**src/ckm_keygen.sv**
```systemverilog
// Shared constants and the phase accumulator used by the keying modulator
`default_nettype none

package ckm_pkg;
    localparam int ACC_W = 32;
    localparam int MOD_W = 16;

    localparam logic [7:0] OFS_CTRL = 8'h00;
    localparam logic [7:0] OFS_KEY_INC = 8'h04;
    localparam logic [7:0] OFS_CAR_FREQ = 8'h08;
    localparam logic [7:0] OFS_HOP_FREQ = 8'h0C;
    localparam logic [7:0] OFS_PERIOD = 8'h10;
    localparam logic [7:0] OFS_WIDTH = 8'h14;
    localparam logic [7:0] OFS_DEVIATION = 8'h18;
    localparam logic [7:0] OFS_MOD_INC = 8'h1C;
    localparam logic [7:0] OFS_STATUS = 8'h20;

    localparam int CTRL_EN_BIT = 0;
    localparam int CTRL_TYPE_LSB = 1;
    localparam int CTRL_SRC_LSB = 3;
    localparam int CTRL_SHAPE_LSB = 5;
    localparam int CTRL_INV_BIT = 7;
    localparam int CTRL_PULSE_BIT = 8;
    localparam int CTRL_W = 9;

    localparam logic [CTRL_W-1:0] CTRL_RESET = 9'h000;
    localparam logic [31:0] INC_RESET = 32'h0000_0000;
    localparam logic [31:0] PERIOD_RESET = 32'h0000_0064;
    localparam logic [31:0] WIDTH_RESET = 32'h0000_0032;

    typedef enum logic [1:0] {MT_PWM, MT_ASK, MT_FSK, MT_PSK} ckm_type_e;
    typedef enum logic [1:0] {SRC_INT, SRC_EXT, SRC_CHAN} ckm_src_e;
    typedef enum logic [1:0] {SH_SQUARE, SH_RAMP, SH_TRIANGLE} ckm_shape_e;
endpackage : ckm_pkg

module ckm_keygen #(
    parameter int ACC_W = ckm_pkg::ACC_W
) (
    input wire logic clk,                  // Sample clock
    input wire logic resetn,               // Asynchronous reset, active low
    input wire logic [ACC_W-1:0] inc,      // Phase increment per cycle
    output logic [ACC_W-1:0] phase         // Accumulated phase
);
    import ckm_pkg::*;

    generate
        if (ACC_W < 2) begin : g_bad_width
            $error("ckm_keygen: ACC_W too small");
        end
    endgenerate

    always_ff @(posedge clk or negedge resetn) begin
        if (!resetn) begin
            phase <= '0;
        end else begin
            phase <= phase + inc;
        end
    end
endmodule : ckm_keygen

`default_nettype wire

```
**src/ckm_modulator.sv**
```systemverilog
// Carrier keying and pulse width modulation control for one channel
`default_nettype none

// Functional notes
// - PWM only allowed on pulse carrier
// - Modulating amplitude sets high pulse width
// - Full-scale modulation gives the programmed deviation
// - Deviation programmed; external full span maps to it
// - ASK: carrier on for one, off otherwise
// - FSK: hop frequency on one, carrier on zero
// - PSK rise 0 deg, fall 180; inverted swaps
// - Channel source must be enabled to modulate
// - Source channel waveform feeds modulator internally
// - Internal source rate and shape programmable
module ckm_modulator #(
    parameter int ACC_W = ckm_pkg::ACC_W,
    parameter int MOD_W = ckm_pkg::MOD_W
) (
    input wire logic clk,                       // Sample clock
    input wire logic resetn,                    // Async reset, active low
    input wire logic [7:0] regAddr,             // Register byte address
    input wire logic [31:0] regWrData,          // Register write data
    input wire logic regWrite,                  // Write strobe
    input wire logic regRead,                   // Read strobe
    output logic [31:0] regRdData,              // Read data, next cycle
    input wire logic extTrig,                   // External trigger level
    input wire logic signed [MOD_W-1:0] extMod, // External modulation
    input wire logic signed [MOD_W-1:0] chanMod, // Other channel waveform
    input wire logic srcChanEn,                 // Source channel enabled
    output logic [ACC_W-1:0] freqWord,          // Carrier frequency word
    output logic phaseFlip,                     // High adds 180 degrees
    output logic ampEnable,                     // Carrier amplitude on
    output logic pulseOut,                      // Pulse carrier output
    output logic [31:0] pulseWidth              // Width of current pulse
);
    import ckm_pkg::*;

    generate
        if (MOD_W < 2 || MOD_W > 31 || ACC_W < MOD_W || ACC_W > 32) begin
            : g_bad_params
            $error("ckm_modulator: unsupported ACC_W or MOD_W");
        end
    endgenerate

    localparam logic signed [MOD_W-1:0] MOD_MAX = {1'b0, {(MOD_W-1){1'b1}}};
    localparam logic signed [MOD_W-1:0] MOD_MIN =
        {1'b1, {(MOD_W-2){1'b0}}, 1'b1};
    logic [CTRL_W-1:0] ctrl_reg;
    logic [ACC_W-1:0] keyInc_reg;
    logic [ACC_W-1:0] carFreq_reg;
    logic [ACC_W-1:0] hopFreq_reg;
    logic [31:0] period_reg;
    logic [31:0] widthBase_reg;
    logic [31:0] deviation_reg;
    logic [ACC_W-1:0] modInc_reg;

    logic modEnable;
    ckm_type_e modType;
    ckm_src_e modSrc;
    ckm_shape_e modShape;
    logic pskInvert;
    logic carrierPulse;
    assign modEnable = ctrl_reg[CTRL_EN_BIT];
    assign modType = ckm_type_e'(ctrl_reg[CTRL_TYPE_LSB +: 2]);
    assign modSrc = ckm_src_e'(ctrl_reg[CTRL_SRC_LSB +: 2]);
    assign modShape = ckm_shape_e'(ctrl_reg[CTRL_SHAPE_LSB +: 2]);
    assign pskInvert = ctrl_reg[CTRL_INV_BIT];
    assign carrierPulse = ctrl_reg[CTRL_PULSE_BIT];

    // Register writes
    always_ff @(posedge clk or negedge resetn) begin
        if (!resetn) begin
            ctrl_reg <= CTRL_RESET;
            keyInc_reg <= INC_RESET[ACC_W-1:0];
            carFreq_reg <= INC_RESET[ACC_W-1:0];
            hopFreq_reg <= INC_RESET[ACC_W-1:0];
            period_reg <= PERIOD_RESET;
            widthBase_reg <= WIDTH_RESET;
            deviation_reg <= INC_RESET;
            modInc_reg <= INC_RESET[ACC_W-1:0];
        end else if (regWrite) begin
            if (regAddr == OFS_CTRL) begin
                ctrl_reg <= regWrData[CTRL_W-1:0];
            end else if (regAddr == OFS_KEY_INC) begin
                keyInc_reg <= regWrData[ACC_W-1:0];
            end else if (regAddr == OFS_CAR_FREQ) begin
                carFreq_reg <= regWrData[ACC_W-1:0];
            end else if (regAddr == OFS_HOP_FREQ) begin
                hopFreq_reg <= regWrData[ACC_W-1:0];
            end else if (regAddr == OFS_PERIOD) begin
                period_reg <= regWrData;
            end else if (regAddr == OFS_WIDTH) begin
                widthBase_reg <= regWrData;
            end else if (regAddr == OFS_DEVIATION) begin
                deviation_reg <= regWrData;
            end else if (regAddr == OFS_MOD_INC) begin
                modInc_reg <= regWrData[ACC_W-1:0];
            end
        end
    end

    // Internal generators: keying clock at twice the programmed rate
    logic [ACC_W-1:0] keyPhase;
    logic [ACC_W-1:0] modPhase;
    ckm_keygen #(.ACC_W(ACC_W)) u_keyGen (
        .clk(clk),
        .resetn(resetn),
        .inc({keyInc_reg[ACC_W-2:0], 1'b0}),
        .phase(keyPhase)
    );

    ckm_keygen #(.ACC_W(ACC_W)) u_modGen (
        .clk(clk),
        .resetn(resetn),
        .inc(modInc_reg),
        .phase(modPhase)
    );

    function automatic logic signed [MOD_W-1:0] shapeSample(
        input ckm_shape_e shape,
        input logic [ACC_W-1:0] ph
    );
        logic [MOD_W-1:0] top;
        logic [MOD_W-1:0] fold;
        top = ph[ACC_W-1 -: MOD_W];
        fold = top[MOD_W-1] ? ~{top[MOD_W-2:0], 1'b0} : {top[MOD_W-2:0], 1'b0};
        case (shape)
            SH_SQUARE: shapeSample = top[MOD_W-1] ? MOD_MIN : MOD_MAX;
            SH_RAMP: shapeSample = {~top[MOD_W-1], top[MOD_W-2:0]};
            default: shapeSample = {~fold[MOD_W-1], fold[MOD_W-2:0]};
        endcase
    endfunction : shapeSample

    // Source selection: the other channel arrives on an internal port
    logic keyRaw;
    logic signed [MOD_W-1:0] modSample;
    always_comb begin
        case (modSrc)
            SRC_INT: begin
                keyRaw = keyPhase[ACC_W-1];
                modSample = shapeSample(modShape, modPhase);
            end
            SRC_EXT: begin
                keyRaw = extTrig;
                modSample = extMod;
            end
            default: begin
                keyRaw = ~chanMod[MOD_W-1];
                modSample = chanMod;
            end
        endcase
    end

    logic chanBlocked;
    logic pwmRefused;
    logic modActive;
    assign chanBlocked = modSrc == SRC_CHAN && !srcChanEn;
    assign pwmRefused = modEnable && modType == MT_PWM && !carrierPulse;
    assign modActive = modEnable && !chanBlocked && !pwmRefused;
    logic activeAsk;
    logic activeFsk;
    logic activePsk;
    logic activePwm;
    assign activeAsk = modActive && modType == MT_ASK;
    assign activeFsk = modActive && modType == MT_FSK;
    assign activePsk = modActive && modType == MT_PSK;
    assign activePwm = modActive && modType == MT_PWM;

    // Keying bit is registered so every change lands on a clock edge
    logic keyBit_reg;
    always_ff @(posedge clk or negedge resetn) begin
        if (!resetn) begin
            keyBit_reg <= 1'b0;
        end else begin
            keyBit_reg <= keyRaw;
        end
    end

    always_ff @(posedge clk or negedge resetn) begin
        if (!resetn) begin
            ampEnable <= 1'b1;
        end else begin
            ampEnable <= !activeAsk || keyBit_reg;
        end
    end

    always_ff @(posedge clk or negedge resetn) begin
        if (!resetn) begin
            freqWord <= '0;
        end else begin
            freqWord <= (activeFsk && keyBit_reg) ? hopFreq_reg
                                                  : carFreq_reg;
        end
    end

    always_ff @(posedge clk or negedge resetn) begin
        if (!resetn) begin
            phaseFlip <= 1'b0;
        end else begin
            phaseFlip <= activePsk && (keyBit_reg == pskInvert);
        end
    end

    // Pulse width: base plus deviation scaled by the modulating sample
    logic signed [32+MOD_W:0] devProd;
    logic signed [33:0] widthCalc;
    logic [31:0] widthTarget;
    assign devProd = $signed({1'b0, deviation_reg}) * modSample;
    assign widthCalc = $signed({2'b00, widthBase_reg})
                     + 34'(devProd >>> (MOD_W - 1));
    always_comb begin
        if (!activePwm) begin
            widthTarget = widthBase_reg;
        end else if (widthCalc < 0) begin
            widthTarget = 32'h0000_0000;
        end else if (widthCalc > $signed({2'b00, period_reg})) begin
            widthTarget = period_reg;
        end else begin
            widthTarget = widthCalc[31:0];
        end
    end

    // Width is taken only at period start, so no pulse is cut short
    logic [31:0] pulseCnt_reg;
    logic cntLast;
    assign cntLast = {1'b0, pulseCnt_reg} + 33'h0_0000_0001
                   >= {1'b0, period_reg};
    always_ff @(posedge clk or negedge resetn) begin
        if (!resetn) begin
            pulseCnt_reg <= 32'h0000_0000;
        end else if (cntLast) begin
            pulseCnt_reg <= 32'h0000_0000;
        end else begin
            pulseCnt_reg <= pulseCnt_reg + 32'h0000_0001;
        end
    end

    always_ff @(posedge clk or negedge resetn) begin
        if (!resetn) begin
            pulseWidth <= WIDTH_RESET;
        end else if (cntLast) begin
            pulseWidth <= widthTarget;
        end
    end

    always_ff @(posedge clk or negedge resetn) begin
        if (!resetn) begin
            pulseOut <= 1'b0;
        end else begin
            pulseOut <= pulseCnt_reg < pulseWidth;
        end
    end

    // Register reads, answered in the following cycle
    always_ff @(posedge clk or negedge resetn) begin
        if (!resetn) begin
            regRdData <= 32'h0000_0000;
        end else if (regRead) begin
            if (regAddr == OFS_CTRL) begin
                regRdData <= 32'(ctrl_reg);
            end else if (regAddr == OFS_KEY_INC) begin
                regRdData <= 32'(keyInc_reg);
            end else if (regAddr == OFS_CAR_FREQ) begin
                regRdData <= 32'(carFreq_reg);
            end else if (regAddr == OFS_HOP_FREQ) begin
                regRdData <= 32'(hopFreq_reg);
            end else if (regAddr == OFS_PERIOD) begin
                regRdData <= period_reg;
            end else if (regAddr == OFS_WIDTH) begin
                regRdData <= widthBase_reg;
            end else if (regAddr == OFS_DEVIATION) begin
                regRdData <= deviation_reg;
            end else if (regAddr == OFS_MOD_INC) begin
                regRdData <= 32'(modInc_reg);
            end else if (regAddr == OFS_STATUS) begin
                regRdData <= {27'h000_0000, chanBlocked, pwmRefused,
                              modActive, pulseOut, keyBit_reg};
            end else begin
                regRdData <= 32'h0000_0000;
            end
        end
    end
endmodule : ckm_modulator

`default_nettype wire

```
**config.mk**
```make
export PLATFORM = sky130hd
export DESIGN_NAME = ckm_modulator
export DESIGN_NICKNAME = d
export VERILOG_FILES = /design/src/ckm_keygen.sv /design/src/ckm_modulator.sv
export SDC_FILE = /design/constraint.sdc
export NUM_CORES = 2
export LEC_CHECK = 0
export BUFFER_PORTS_ARGS = -buffer_cell sky130_fd_sc_hd__buf_2
export CORE_MARGIN = 1.5
export CORE_UTILIZATION = 25
export CTS_CLUSTER_DIAMETER = 40
export DETAILED_ROUTE_END_ITERATION = 6
export SETUP_SLACK_MARGIN = 0.15
export SYNTH_ARGS = -nofsm -noshare
export SYNTH_HDL_FRONTEND = slang
export SYNTH_SLANG_ARGS = --single-unit
```
**constraint.sdc**
```tcl
create_clock -name clk -period 10.7 [get_ports clk]
set_input_delay 1.605 -clock clk [delete_from_list [all_inputs] [get_ports clk]]
set_output_delay 1.605 -clock clk [all_outputs]
set_load 0.03 [all_outputs]
```
==> results.yml <==
timing:
  tightestPinTransition_ps: 1210
  skew_ps: 53.7
  grt_setup_unrepaired: "yes"
  hold_viol: 0
  setup_viol: 32
  period_share: 1.10
  fin_setup_tns_ps: -31750
  max_slew_margin: 0.181
  drv_slew: 0
  fmax_ghz: 0.0852
  final.setup.worst_slack_ps: -1030
  hold_slack_ps: 470
  min_period_ps: 11730
power_and_ir_drop:
  powerDensity_nw_per_um2: 276
  p_leak_nw: 26.2
  vdd.ir_drop.worst_uv: 206
floorplan:
  die-height_um: 410
  die_x_um: 410
  ios: 177
  num_rows: 149
  start_util: 0.251
  coreArea_um2: 165000
  die-area_um2: 168000
cells_and_area:
  nets: 5703
  fin_area_um2: 52100
  area_delta_synth_final_pct: 25.9
  nFillCells: 17000
  drive_gt1_frac: 0.254
  utilization: 0.316
route:
  drt_first_pass_iters: 6
  antenna_left: 0
  drt_iter0_drc: 2269
  wirelength_mm: 136
  wl_per_cell_um: 19.1
  via_per_inst: 4.68
  drc_errors: 0
  route.vias.total: 33300
setup_path:
  path_max_fanout: 7
  crit_required_ps: 11140
  slowest_delay_ps: 570
  criticalPathCategory: "register to register"
  worstSetupEndpointType: "register"
  r2r_setup_slack_ps: -1030
  crit_arrival_ps: 12180
  start_kind: "register"
  critPathSlowestCell: "fa_2"
  crit_path_frequent_cell: "fa_1"
clocking:
  insertion_delay_ps: 640
  cts_buffer_depth: 3
  clk_pin_slew_ps: 50
  numCtsBuffers: 70
  cts_tree: "built"
  cts_sinks: 428
  htreeDepth: 3
  root_buffer: "clkbuf_16"
  cts_hold_buf: 0
synthesis:
  syn-cell-area_um2: 41400
  ys.flop_type: "dfrtp_1"
  avgSynthCellArea_um2: 9.51
  yosys_warnings: 0
  ys_ff_latch: 428
  synth-edff-count: 0
  netlist_instances: 4356
  netlist.area_leader.share: 0.252
  synth_area_leaders: "dfrtp_1, fa_1, ha_1"
  synth_seq_area_share: 0.259
  mappedNetlistNets: 5196
  synthDistinctLibCells: 75
  synth.most_common_cell: "inv_1"
  ys_top_cells_by_count: "inv_1, nand2_1, fa_1"
  yosysTopAreaCell: "dfrtp_1"
  synthArstFlopShare: 1.00
global_route:
  grt_usage: 0.161
  gr-total-overflow: 0
  antenna_found_initial: 4
  grt_pass1_vias: 34800
  grt_pass1_wl_mm: 210
  grt_start_max_net_pins: 166
place:
  dpl_cell_area_um2: 48200
  hpwl_mm: 109
  portBuffers: 176
  place_congestion: 0.888
  place_ws_ps: -1970
status:
  violations: "negative setup slack"
  status: "complete, but fails checks"
hold_path:
  hold_path_class: "register to register"
flow_run:
  maxCapViolCount: 0
## repair_timing
action / in CTS / in global routing
buffers inserted: 12 / 28
cloned: 2 / 5
pin swaps: 33 / 82
endpoints found under the setup margin: 32 / 32
gates resized for setup: 67 / 127
## where the power goes
group | internal, mW | total [mW] | leakage, nW | switching (mW)
clock network | 1.53 | 2.45 | 1.23 | 0.920
logic | 4.77 | 9.96 | 19.5 | 5.20
registers | 1.80 | 1.95 | 5.41 | 0.147
total | 8.10 | 14.4 | 26.2 | 6.26
## worst paths after layout
| path | endpoint | start | cells after the start |
|---|---|---|---|
| max | pulseWidth[24] | ctrl_reg[6] | 57 |
| max reg2reg | pulseWidth[24] | ctrl_reg[6] | 57 |
| max in group asynchronous | ctrl_reg[3] | resetn | 2 |
| min | u_modGen.phase[0] | u_modGen.phase[0] | 1 |
| min reg2reg | u_modGen.phase[0] | u_modGen.phase[0] | 1 |
| min in group asynchronous | freqWord[6] | resetn | 1 |
## per-stage QoR
step                      std cells  total power, mW
after floorplan                4356             6.93
after global placement         6933             10.9
after detailed placement       6933             11.0
after CTS                      7075             13.8
after global routing           7108             15.4
final                          7111             14.4
## critical path: cells and delay by family (launching register included)
| family | cells | cell delay (ps) |
|---|---|---|
| AO/OA/AOI/OAI | 20 | 3140 |
| flip-flops | 1 | 440 |
| AND/OR/NAND/NOR | 12 | 1930 |
| adder cells (fa/ha/maj) | 9 | 3980 |
| buffers and inverters | 12 | 1320 |
| multiplexers | 2 | 460 |
| XOR/XNOR | 2 | 290 |
## cell usage in the layout (no fill, tap or decap), types with 13 or more instances in the layout
cell       Yosys  routed
a211oi_2       0      16
a21o_1        93      93
a21oi_1      231     212
a21oi_2        0      15
and2_1       224     211
and2_4         0      13
and3_1        17      16
buf_12         0      46
buf_2          5     174
buf_4          2     390
buf_6          3      17
clkbuf_16      0      75
dfrtp_1      418     414
fa_1         420     409
ha_1         342     327
ha_4           0      13
inv_1        650     638
inv_2          1      13
mux2_2       233     233
mux2i_1       97      85
nand2_1      505     495
nand2b_1      26      25
nand3_1       46      41
nand4_1       30      30
nor2_1       181     170
nor2b_1       28      28
nor3_1        25      22
o21a_1        19      18
o21ai_0      143     121
o21ai_2        1      14
o21bai_1      19      18
o221ai_2      23      23
o22ai_1       36      26
or2_2         18      16
xnor2_1      104      98
xor2_1        43      39
## kinds of logic after synthesis
group	count (synthesis)	share of synthesized area
AND/OR/NAND/NOR	1134	0.129
multiplexers	330	0.0868
AO/OA/AOI/OAI	702	0.110
XOR/XNOR	147	0.0311
buffers and inverters	853	0.0781
adder cells (fa/ha/maj)	762	0.306
flip-flops	428	0.259
## routing by layer
metal / GRT usage / share of wire / vias to the layer above
met1: 0.221 / 0.45 / 16900
li1: - / - / 15300
met5: 0 / 0.00023 / -
met2: 0.264 / 0.47 / 895
met4: 0.0437 / 0.029 / 4
met3: 0.0228 / 0.053 / 182
## area by class of cell
cell class / instances / area [um^2] / share of cell area
Sequential cell: 428 / 10700 / 0.206
Antenna cell: 3 / 7.51 / 0.000144
Clock buffer: 77 / 1820 / 0.0349
Timing Repair Buffer: 637 / 5140 / 0.0985
Tap cell: 2189 / 2740 / 0.0525
Multi-Input combinational cell: 3075 / 28500 / 0.547
Clock inverter: 51 / 738 / 0.0142
Inverter: 651 / 2440 / 0.0469
Note: power is estimated with default switching activity, not from simulation.
